**src/tdc_pkg.sv**
```systemverilog
`default_nettype none
package tdc_pkg;

  localparam int ADDR_W = 8;
  localparam int DATA_W = 8;

  // Register offsets
  localparam logic [7:0] SPC_ADDR = 8'h1b;
  localparam logic [7:0] FHB_ADDR = 8'h1c;
  localparam logic [7:0] SHB_ADDR = 8'h1d;

  // signal_path_config fields
  localparam int SPC_PREMOD_BYP = 7;
  localparam int SPC_ISINC_BYP = 6;
  localparam int SPC_OSC_BYP = 5;
  localparam int SPC_OSC_HALF = 3;
  localparam int SPC_PHDC_BYP = 2;
  localparam int SPC_LOW_SIDE = 1;
  localparam int SPC_MIRROR_I = 0;

  // Halfband config fields
  localparam int HB_BYP = 0;
  localparam int HB_MODE_LSB = 1;
  localparam int FHB_MODE_W = 2;
  localparam int SHB_MODE_W = 6;
  localparam int FHB_CODE_W = 2;
  localparam int FHB_REPS = 1;
  localparam int SHB_CODE_W = 3;
  localparam int SHB_REPS = 2;
  localparam int BAND_W = 3;

  // Reset values
  localparam logic [7:0] SPC_RST = 8'he4;
  localparam logic [7:0] FHB_RST = 8'h00;
  localparam logic [7:0] SHB_RST = 8'h00;

  // Implemented bits; all others store nothing and read zero
  localparam logic [7:0] SPC_MASK = 8'hef;
  localparam logic [7:0] FHB_MASK = 8'h07;
  localparam logic [7:0] SHB_MASK = 8'h7f;

  typedef struct packed {
    logic premod_bypass;
    logic isinc_bypass;
    logic osc_bypass;
    logic osc_half_gain;
    logic phase_dc_bypass;
    logic low_sideband;
    logic mirror_inphase;
    logic q_clk_en;
  } tdc_path_cfg_s;

  typedef struct packed {
    logic bypass;
    logic modulate;
    logic [BAND_W-1:0] band;
    logic code_mismatch;
  } tdc_hb_cfg_s;

  typedef struct packed {
    logic [ADDR_W-1:0] addr;
    logic [DATA_W-1:0] wdata;
    logic wr;
    logic rd;
  } tdc_bus_req_s;

endpackage : tdc_pkg
`default_nettype wire

```
**src/tdc_hb_dec.sv**
```systemverilog
`default_nettype none
module tdc_hb_dec #(
  parameter int CODE_W = 3,
  parameter int REPS = 2,
  parameter int BAND_W = 3
) (
  input wire logic [CODE_W*REPS-1:0] mode,
  output logic modulate,
  output logic [BAND_W-1:0] band,
  output logic mismatch
);

  logic [REPS-1:0] diff;

  // Every copy of the pattern must match the top copy
  genvar g;
  generate
    for (g = 0; g < REPS; g++) begin : g_rep
      assign diff[g] = mode[g*CODE_W +: CODE_W] != mode[(REPS-1)*CODE_W +: CODE_W];
    end
  endgenerate

  // Top copy governs, so a malformed code still picks a defined band
  assign band = BAND_W'(mode[(REPS-1)*CODE_W +: CODE_W]);
  assign modulate = mode[CODE_W*REPS-1];
  assign mismatch = |diff;

endmodule : tdc_hb_dec
`default_nettype wire

```
**src/tdc_path_dec.sv**
```systemverilog
`default_nettype none
module tdc_path_dec (
  input wire logic [7:0] spc,
  output tdc_pkg::tdc_path_cfg_s cfg
);

  always_comb begin
    cfg.premod_bypass = spc[tdc_pkg::SPC_PREMOD_BYP];
    cfg.isinc_bypass = spc[tdc_pkg::SPC_ISINC_BYP];
    cfg.osc_bypass = spc[tdc_pkg::SPC_OSC_BYP];
    cfg.osc_half_gain = spc[tdc_pkg::SPC_OSC_HALF];
    cfg.phase_dc_bypass = spc[tdc_pkg::SPC_PHDC_BYP];
    cfg.low_sideband = spc[tdc_pkg::SPC_LOW_SIDE];
    cfg.mirror_inphase = spc[tdc_pkg::SPC_MIRROR_I];
    // Q side clocks stop while I is mirrored
    cfg.q_clk_en = ~spc[tdc_pkg::SPC_MIRROR_I];
  end

endmodule : tdc_path_dec
`default_nettype wire

```
**src/tdc_cfg_regs.sv**
```systemverilog
`default_nettype none
// What this block does
// - Bit 7 bypasses premodulator, resets set
// - Bit 6 bypasses inverse sinc, resets set
// - Bit 5 bypasses oscillator; bit 3 halves gain
// - Bit 2 bypasses phase and dc correction
// - Bit 1 selects low-side inverted image
// - Bit 0 mirrors I onto Q, stops Q
// - First stage mode, upper bit modulates
// - First stage bypass bit, resets clear
// - Second stage doubled code, top modulates
// - Second stage mode resets to zero
// - Second stage bypass bit, resets clear
module tdc_cfg_regs (
  input wire logic ref_clk,
  input wire logic srst,
  input wire logic [tdc_pkg::ADDR_W-1:0] reg_addr,
  input wire logic [tdc_pkg::DATA_W-1:0] reg_wdata,
  input wire logic reg_wr,
  input wire logic reg_rd,
  output logic [tdc_pkg::DATA_W-1:0] reg_rdata,
  output logic reg_rd_miss,
  output tdc_pkg::tdc_path_cfg_s path_cfg,
  output tdc_pkg::tdc_hb_cfg_s hb1_cfg,
  output tdc_pkg::tdc_hb_cfg_s hb2_cfg
);

  typedef enum logic [1:0] {
    TDC_SEL_NONE = 2'b00,
    TDC_SEL_SPC = 2'b01,
    TDC_SEL_FHB = 2'b10,
    TDC_SEL_SHB = 2'b11
  } tdc_sel_e;

  typedef struct packed {
    logic [7:0] spc;
    logic [7:0] fhb;
    logic [7:0] shb;
    logic [tdc_pkg::DATA_W-1:0] rdata;
    logic rd_miss;
    tdc_pkg::tdc_path_cfg_s path;
    tdc_pkg::tdc_hb_cfg_s hb1;
    tdc_pkg::tdc_hb_cfg_s hb2;
  } tdc_state_s;

  tdc_state_s state_q;
  tdc_state_s state_d;
  tdc_pkg::tdc_bus_req_s req;
  tdc_sel_e sel;
  tdc_pkg::tdc_path_cfg_s path_dec;
  logic hb1_mod;
  logic [tdc_pkg::BAND_W-1:0] hb1_band;
  logic hb1_bad;
  logic hb2_mod;
  logic [tdc_pkg::BAND_W-1:0] hb2_band;
  logic hb2_bad;
  logic [tdc_pkg::FHB_MODE_W-1:0] hb1_mode;
  logic [tdc_pkg::SHB_MODE_W-1:0] hb2_mode;

  assign req.addr = reg_addr;
  assign req.wdata = reg_wdata;
  assign req.wr = reg_wr;
  assign req.rd = reg_rd;

  // Address decode
  always_comb begin
    case (req.addr)
      tdc_pkg::SPC_ADDR: begin
        sel = TDC_SEL_SPC;
      end
      tdc_pkg::FHB_ADDR: begin
        sel = TDC_SEL_FHB;
      end
      tdc_pkg::SHB_ADDR: begin
        sel = TDC_SEL_SHB;
      end
      default: begin
        sel = TDC_SEL_NONE;
      end
    endcase
  end

  assign hb1_mode = state_q.fhb[tdc_pkg::HB_MODE_LSB +: tdc_pkg::FHB_MODE_W];
  assign hb2_mode = state_q.shb[tdc_pkg::HB_MODE_LSB +: tdc_pkg::SHB_MODE_W];

  tdc_path_dec u_path_dec (
    .spc(state_q.spc),
    .cfg(path_dec)
  );

  tdc_hb_dec #(
    .CODE_W(tdc_pkg::FHB_CODE_W),
    .REPS(tdc_pkg::FHB_REPS),
    .BAND_W(tdc_pkg::BAND_W)
  ) u_hb1_dec (
    .mode(hb1_mode),
    .modulate(hb1_mod),
    .band(hb1_band),
    .mismatch(hb1_bad)
  );

  tdc_hb_dec #(
    .CODE_W(tdc_pkg::SHB_CODE_W),
    .REPS(tdc_pkg::SHB_REPS),
    .BAND_W(tdc_pkg::BAND_W)
  ) u_hb2_dec (
    .mode(hb2_mode),
    .modulate(hb2_mod),
    .band(hb2_band),
    .mismatch(hb2_bad)
  );

  always_comb begin
    state_d = state_q;

    // Register writes, masked to implemented bits
    if (req.wr) begin
      case (sel)
        TDC_SEL_SPC: begin
          state_d.spc = req.wdata & tdc_pkg::SPC_MASK;
        end
        TDC_SEL_FHB: begin
          state_d.fhb = req.wdata & tdc_pkg::FHB_MASK;
        end
        TDC_SEL_SHB: begin
          state_d.shb = req.wdata & tdc_pkg::SHB_MASK;
        end
        default: begin
          state_d.spc = state_q.spc;
        end
      endcase
    end

    // Read data stands for exactly one cycle after the strobe
    state_d.rdata = '0;
    state_d.rd_miss = 1'b0;
    if (req.rd) begin
      case (sel)
        TDC_SEL_SPC: begin
          state_d.rdata = state_q.spc & tdc_pkg::SPC_MASK;
        end
        TDC_SEL_FHB: begin
          state_d.rdata = state_q.fhb & tdc_pkg::FHB_MASK;
        end
        TDC_SEL_SHB: begin
          state_d.rdata = state_q.shb & tdc_pkg::SHB_MASK;
        end
        default: begin
          // Unmapped reads answer zero and flag it
          state_d.rd_miss = 1'b1;
        end
      endcase
    end

    // Decoded controls, registered so outputs come from flops
    state_d.path = path_dec;

    state_d.hb1.bypass = state_q.fhb[tdc_pkg::HB_BYP];
    state_d.hb1.modulate = hb1_mod;
    state_d.hb1.band = hb1_band;
    state_d.hb1.code_mismatch = hb1_bad;

    state_d.hb2.bypass = state_q.shb[tdc_pkg::HB_BYP];
    state_d.hb2.modulate = hb2_mod;
    state_d.hb2.band = hb2_band;
    // Non-doubled codes are kept but flagged; top copy wins
    state_d.hb2.code_mismatch = hb2_bad;
  end

  always_ff @(posedge ref_clk) begin
    if (srst) begin
      state_q.spc <= tdc_pkg::SPC_RST;
      state_q.fhb <= tdc_pkg::FHB_RST;
      state_q.shb <= tdc_pkg::SHB_RST;
      state_q.rdata <= '0;
      state_q.rd_miss <= 1'b0;
      // Outputs match the reset register contents from the first cycle
      state_q.path.premod_bypass <= tdc_pkg::SPC_RST[tdc_pkg::SPC_PREMOD_BYP];
      state_q.path.isinc_bypass <= tdc_pkg::SPC_RST[tdc_pkg::SPC_ISINC_BYP];
      state_q.path.osc_bypass <= tdc_pkg::SPC_RST[tdc_pkg::SPC_OSC_BYP];
      state_q.path.osc_half_gain <= tdc_pkg::SPC_RST[tdc_pkg::SPC_OSC_HALF];
      state_q.path.phase_dc_bypass <= tdc_pkg::SPC_RST[tdc_pkg::SPC_PHDC_BYP];
      state_q.path.low_sideband <= tdc_pkg::SPC_RST[tdc_pkg::SPC_LOW_SIDE];
      state_q.path.mirror_inphase <= tdc_pkg::SPC_RST[tdc_pkg::SPC_MIRROR_I];
      state_q.path.q_clk_en <= ~tdc_pkg::SPC_RST[tdc_pkg::SPC_MIRROR_I];
      state_q.hb1 <= '0;
      state_q.hb2 <= '0;
    end else begin
      state_q <= state_d;
    end
  end

  assign reg_rdata = state_q.rdata;
  assign reg_rd_miss = state_q.rd_miss;
  assign path_cfg = state_q.path;
  assign hb1_cfg = state_q.hb1;
  assign hb2_cfg = state_q.hb2;

endmodule : tdc_cfg_regs
`default_nettype wire

```
**config.mk**
```make
export PLATFORM = sky130hd
export DESIGN_NAME = tdc_cfg_regs
export DESIGN_NICKNAME = d
export VERILOG_FILES = /design/src/tdc_pkg.sv /design/src/tdc_hb_dec.sv /design/src/tdc_path_dec.sv /design/src/tdc_cfg_regs.sv
export SDC_FILE = /design/constraint.sdc
export NUM_CORES = 1
export LEC_CHECK = 0
export BUFFER_PORTS_ARGS = -buffer_cell sky130_fd_sc_hd__buf_2
export CORE_AREA = 5 5 52 88
export DETAILED_ROUTE_END_ITERATION = 6
export DIE_AREA = 0 0 57 93
export PLACE_DENSITY = 0.82
export SYNTH_ARGS = -nofsm -noshare
export SYNTH_HDL_FRONTEND = slang
export SYNTH_HIERARCHICAL = 1
export SYNTH_SLANG_ARGS = --single-unit
```
**constraint.sdc**
```tcl
create_clock -name ref_clk -period 1.6 [get_ports ref_clk]
set_input_delay 0.16 -clock ref_clk [delete_from_list [all_inputs] [get_ports ref_clk]]
set_output_delay 0.16 -clock ref_clk [all_outputs]
set_load 0.02 [all_outputs]
```
Word-level counts from Yosys, hierarchy flattened
Cells that the tools add are included.
W data, S select, Z words.
- equal/unequal tests: 7
- multiplexer cells: 3
- bitwise operators: 2
- reduce and logical (&&, ||, !) cells: 5
- operators with widths (operator ; number):
    $eq A8 B5 Y1 const B ; 3
    $pmux W8 S3 ; 1
    $pmux W2 S3 ; 1
    $reduce_and A2 Y1 ; 3
    $eq A2 B2 Y1 const B ; 2
    $ne A3 B3 Y1 ; 1
    $reduce_or A3 Y1 ; 1
    $eq A2 B1 Y1 const B ; 1
    $not A1 Y1 ; 2
    $reduce_or A2 Y1 ; 1
    $mux W1 ; 1
- bits in registers: 46
- bits of input ports: 20
- output and inout port bits: 29
- logic and storage cells: 39

Logic depth before layout (Yosys ltp)
Gate-level depths: netlist of the first run.
- depth in word-level cells: 5
- depth in mapped cells: 5

Cells and area by module
The synthesis of the first run kept the hierarchy.
- modules (own cells, without submodules) (module ; instances ; cells an instance ; area an instance (sq um) ; sequential area each (sq um)):
    tdc_cfg_regs ; 1 ; 190 ; 1918.1 ; 920.9
    tdc_hb_dec at u_hb2_dec ; 1 ; 8 ; 61.3 ; 0.0
    tdc_path_dec ; 1 ; 8 ; 56.3 ; 0.0
    tdc_hb_dec at u_hb1_dec ; 1 ; 6 ; 41.3 ; 0.0

Worst setup path after synthesis of the first run
No wires, ideal clock.
- kind: input to register
- start point: in reg_addr[5] (netlist name)
- end point: reg state_q[47] (netlist name)
- setup time: 72 ps
- arrival time: 1057 ps
- required time: 1528 ps
- slack: 471 ps
- stages: 4
- buffers on the path: 1
- cells stage by stage: nor4b_4 and3_4 buf_6 mux2i_1
- longest elaborated chain between the ends: 4
- elaborated cells between the ends (all ways): 6
- those cells by class: eq/ne (4); mux (1); reduce/logical (1)
- RTL lines (element ; RTL line ; text):
    start, declared ; tdc_cfg_regs.sv:17 ; input wire logic [tdc_pkg::ADDR_W-1:0] reg_addr,
    $eq A8 B5 Y1 ; tdc_cfg_regs.sv:67 ; case (req.addr)
    $pmux W2 S3 (*) ; tdc_cfg_regs.sv:67 ;
    $eq A2 B1 Y1 (*) ; tdc_cfg_regs.sv:118 ; case (sel)
    $reduce_and A2 Y1 (no source line) (*) ; - ;
Mark *: on every way between the ends. The rest lies on a longest branch, timed or not.
A chain may end at the register's enable or synchronous reset.

Worst setup path in the final report of the first run
- start point: in reg_addr[5] (netlist name)
- end point: reg state_q, in the netlist hb2_mode[4]
- longest elaborated chain between the ends: 4
- elaborated cells between the ends (all ways): 6
- those cells by class: eq/ne (4); mux (1); reduce/logical (1)
- RTL lines (element ; RTL line ; text):
    $eq A8 B5 Y1 ; tdc_cfg_regs.sv:67 ;
    $pmux W2 S3 (*) ; tdc_cfg_regs.sv:67 ;
    $eq A2 B2 Y1 (*) ; tdc_cfg_regs.sv:118 ;
    $reduce_and A2 Y1 (no source line) (*) ; - ;
    end signal, assigned ; tdc_cfg_regs.sv:189 ; state_q <= state_d;
    end, declared ; tdc_cfg_regs.sv:46 ; tdc_state_s state_q;
Marked as above.

==> reports/qor.yml, run 1 <==
status: "finished, final reports clean"
reg2reg_slack_ns: 0.65
clock_skew_ns: 0.004027
worst_hold_path.endpoint: "state_q[52]$_SDFFE_PP1P_"
cts_setup_buffers: 0
viasPerCell: 4.653
rsz0062_at_grt: "false"
final_layout_size_suffix_gt1_share_pct: 32.26
p_per_area_mw_per_mm2: 970.6
io_buffers: 48
grt_max_degree: 30
cts_tree: "done"
grt_pass1_vias: 1197
place_worst_setup_slack_ns: 0.1618
multiInputGateArea_um2: 757.0
fillers: 359
drt_iter0_drc: 26
fin_ws_ns: 0.4791
ios: 49
critPathLaunchType: "primary input"
min_period_over_period_pct: 70.06
grt_remaining_overflow: 0
tns_ns: 0
ctsHoldBuffers: 0
postPlaceCellArea_mm2: 0.002017
hold_viol_final: 0
hold_start: "reg_wdata[7]"
min_path_type: "primary input to flip-flop"
design_area_mm2: 0.002123
layout.nets: 236
worstPathRequired_ns: 1.82
root_buffer: "clkbuf_8"
postRouteWirelength_um: 3099
die_w_um: 57
peakVddDrop_uv: 1055
place_congestion: 0.8798
drc: 0
maxCapViolCount: 0
num_rows: 30
start_util_pct: 54.15
path_clk_slew_ns: 0.08
dp_hpwl_um: 2425
cts_resized: 0
fmax_ghz: 0.8921
clock_path_buffers: 2
synth.avg_cell_area_um2: 9.826
critPathMaxFanout: 8
routedWlPerCell_um: 11.69
core-area_mm2: 0.003829
htree_levels: 2
regArea_um2: 920.9
antenna_found_initial: 0
cp-end-kind: "flip-flop"
finish.utilization_pct: 55.46
drtPass1Iterations: 4
power_leakage_nw: 0.9546
syn_area_mm2: 0.002073
setup-violations-final: 0
period_needed_ns: 1.121
rr_worst_depth: 3
yosys_warnings: 6
drv_slew: 0
clock_latency_ns: 0.29
antenna_left: 0
hold_ws_ns: 0.1276
whs_path_depth: 3
clock-sinks: 46
cts_made_buffers: 5
vias: 1233
worst_ep_arrival_time_ns: 1.34
antenna_cells: 0
die_area_mm2: 0.005301
r2r_end: "reg_rdata[1]$_SDFF_PP0_"
die_h_um: 93
grt_first_pass_wirelength_um: 5416
area_growth_pct: 2.414
syn-instance-count: 211
track_usage_pct: 13.01
critPathKind: "primary input to flip-flop"
worstReg2RegStart: "hb2_mode[0]$_SDFFE_PP0P_"
-- registers in the layout (all words and copies together), names as in the netlist --
signal and cells:
state_d 2, reg_rdata 8, hb1_mode 2, hb2_cfg 6, hb1_cfg 6, path_cfg 8, hb2_mode 6, state_q 7
reg_rd_miss 1
-- metal layers --
metal	wire length, um	GRT usage (%)
met4	85	6.770
met1	1195	14.88
met2	1602	21.09
met3	216	4.420
met5	0	0
-- report_power, final --
part	leakage [nW]	internal, W	switching (W)	total [W]
sequential	0.372	0.00115	0.00000132	0.00115
combinational	0.531	0.0000501	0.0000575	0.000108
clock	0.0524	0.000467	0.000336	0.000803
total	0.955	0.00167	0.000395	0.00206
-- area by class of cell --
class                           instances  area share, %
Sequential cell                        46          43.37
Multi-Input combinational cell        110          35.65
Timing Repair Buffer                   50          12.61
Clock buffer                            7          3.595
Tap cell                               48          2.829
Clock inverter                          1          1.414
Inverter                                3         0.5303
-- layout by cell type (no fill, tap or decap), types with 2 or more instances in the layout --
cell type,count
conb_1,2
and2_1,2
or2_2,5
o21ai_0,3
nor2b_1,14
nand2b_1,20
a22oi_1,3
nand2_1,5
nor2_1,13
a21oi_1,3
dfxtp_1,46
buf_2,48
inv_1,3
nand3_1,5
xnor2_1,3
and3b_2,6
and3b_1,2
mux2i_1,17
clkbuf_8,5
clkbuf_1,2
-- through the flow --
step / power (W) / std cells
CTS: 0.002083 / 265
global placement: 0.001284 / 257
floorplan: 0.001245 / 212
global route: 0.002155 / 265
finish: 0.002061 / 265
detailed placement: 0.001286 / 257
-- critical path, stage by stage --
cell     delay (ns)
buf_2          0.11
nor4b_4        0.44
and3_1         0.40
mux2i_1        0.22
-- how the worst max path moves through the flow --
stage,from,end,depth (start not counted)
after global placement,reg_addr[5],hb2_mode[3]$_SDFFE_PP0P_,4
after global routing,reg_addr[5],hb2_mode[3]$_SDFFE_PP0P_,4
after CTS,reg_addr[5],hb2_mode[4]$_SDFFE_PP0P_,4
after floorplan,reg_addr[5],state_q[47]$_SDFFE_PP1P_,4
after detailed placement,reg_addr[5],hb2_mode[4]$_SDFFE_PP0P_,4
final,reg_addr[5],hb2_mode[4]$_SDFFE_PP0P_,4
Power figures use the tool's default switching activity.
==> inputs of run 2 (changes only) <==
--- a/config.mk
+++ b/config.mk
@@ -6,10 +6,10 @@
 export NUM_CORES = 1
 export LEC_CHECK = 0
 export BUFFER_PORTS_ARGS = -buffer_cell sky130_fd_sc_hd__buf_2
-export CORE_AREA = 5 5 52 88
+export CORE_AREA = 5 5 54 91
 export DETAILED_ROUTE_END_ITERATION = 6
-export DIE_AREA = 0 0 57 93
-export PLACE_DENSITY = 0.82
+export DIE_AREA = 0 0 59 96
+export PLACE_DENSITY = 0.76
 export SYNTH_ARGS = -nofsm -noshare
 export SYNTH_HDL_FRONTEND = slang
 export SYNTH_HIERARCHICAL = 1
==> constraint.sdc (replaced) <==
create_clock -name ref_clk -period 1.05 [get_ports ref_clk]
set_input_delay 0.105 -clock ref_clk [delete_from_list [all_inputs] [get_ports ref_clk]]
set_output_delay 0.105 -clock ref_clk [all_outputs]
set_load 0.02 [all_outputs]
==> run 2 against run 1 <==
Clock skew is essentially flat. Global-route usage rose by 0.29 points. Die area is 6.8% higher. Clock power grew 33%. Combinational power grew 66%. Flip-flop and latch count unchanged. Final area is 1.9% higher. Worst hold slack lost 0.045 ns. Critical path depth shrank 1. Sequential share of layout area shrank 0.83 points. Wire length increased by 11%. Critical path type is now flip-flop to flip-flop. Largest cell class unchanged. Highest routed layer unchanged.
==> reports/qor.yml, run 2 (synthesized netlist as in run 1, its figures left out) <==
grt_first_pass_wirelength_um: 5568
multiInputGateArea_um2: 757.0
critical-path-slowest-cell: "dfxtp_1"
rsz0062_at_grt: "false"
clock_path_buffers: 2
critPathLaunchType: "flip-flop"
root_buffer: "clkbuf_8"
postRouteWirelength_um: 3452
num_rows: 31
cp_top_family: "flip-flops"
drt_iter0_drc: 14
cts_setup_buffers: 0
tns_ns: 0
slowest_delay_ns: 0.35
fmax_ghz: 1.022
clock-sinks: 46
regArea_um2: 920.9
clock_skew_ns: 0.004432
die_w_um: 59
finish.utilization_pct: 52.65
viasPerCell: 4.691
switchingPower_w: 0.0006347
area_growth_pct: 4.406
cp-end-kind: "flip-flop"
cts_tree: "done"
power_leakage_nw: 0.9917
vias: 1290
most-common-layout-cells: "48 x buf_2, 46 x dfxtp_1, 20 x nand2b_1"
status: "finished, final reports clean"
drc: 0
maxCapViolCount: 0
ctsHoldBuffers: 0
cts_resized: 0
io_buffers: 48
grt_remaining_overflow: 0
layout.nets: 245
path_clk_slew_ns: 0.08
critPathKind: "flip-flop to flip-flop"
antenna_found_initial: 0
peakVddDrop_uv: 813.3
htree_levels: 2
ios: 49
antenna_cells: 0
grt_pass1_vias: 1308
antenna_left: 0
die_h_um: 96
critPathMaxFanout: 4
routedWlPerCell_um: 12.55
setup-violations-final: 0
min_period_over_period_pct: 93.16
fillers: 416
worstPathRequired_ns: 1.23
clock_latency_ns: 0.29
final_layout_size_suffix_gt1_share_pct: 35.40
min_path_type: "primary input to flip-flop"
start_util_pct: 50.43
worstPathCellList: "and3b_2, o21ai_0, a21oi_1"
worst_ep_arrival_time_ns: 1.16
die_area_mm2: 0.005664
track_usage_pct: 13.30
crit_buf_inv: 0
hold_viol_final: 0
share_seq_of_total_power_pct: 58.4
p_per_area_mw_per_mm2: 1387
grt_max_degree: 24
combPwrFrac_pct: 6.0
drv_slew: 0
drtPass1Iterations: 4
core-area_mm2: 0.004111
cts_made_buffers: 5
place_congestion: 0.7582
clkPwrFrac_pct: 35.7
final_common_cell: "buf_2"
dp_hpwl_um: 2645
reg2reg_slack_ns: 0.07
period_needed_ns: 0.9782
swShare_pct: 21.14
power.internal_w: 0.002368
[run 2: metrics by stage]
step,hold slack (ns),setup slack [ns],total power (W),std cells,area [um2]
6_report,0.08288,0.07182,0.003003,275,2165
5_1_grt,0.08185,0.05101,0.003151,275,2165
4_1_cts,0.07328,0.06712,0.003041,275,2165
3_5_place_dp,0.3804,-0.1912,0.001973,267,2073
3_3_place_gp,0.3643,-0.1224,0.001970,267,2073
2_1_floorplan,0.2603,-0.01329,0.001898,212,2077
[run 2: cell type report]
type                    count  area share [%]
inverters                   3          0.5202
repair buffers             59           14.91
clock inverters             1          0.2312
flip-flops and latches     46           42.54
well taps                  49           2.832
clock buffers               7           3.988
multi-input cells         110           34.97
[run 2: final timing paths]
path                            cells after the start                     start                  endpoint
worst max-delay path                                3  state_q[45]$_SDFFE_PP0P_   reg_rdata[0]$_SDFF_PP0_
worst min-delay path                                3              reg_wdata[6]  hb2_mode[5]$_SDFFE_PP0P_
worst max register to register                      3  state_q[45]$_SDFFE_PP0P_   reg_rdata[0]$_SDFF_PP0_
worst min register to register                      2  state_q[52]$_SDFFE_PP1P_   reg_rdata[7]$_SDFF_PP0_
[run 2: worst min-delay path, stage by stage]
cell	delay, ns
buf_2	0.11
nand2b_1	0.06
mux2i_1	0.06
[run 2: power by group through the flow]
stage / logic (W) / clock network [W] / registers (W)
after floorplan: 0.000101 / 0 / 0.00180
after global placement: 0.000177 / 0 / 0.00179
after detailed placement: 0.000180 / 0 / 0.00179
after CTS: 0.000181 / 0.00111 / 0.00175
after global routing: 0.000197 / 0.00120 / 0.00175
final: 0.000179 / 0.00107 / 0.00175
[run 2: metal layers]
layer,vias up,routed length (um),track usage [%]
met4,0,91,7.372
met1,590,1339,13.68
met2,36,1799,23.71
met5,-,0,0
li1,657,-,-
met3,7,222,3.490
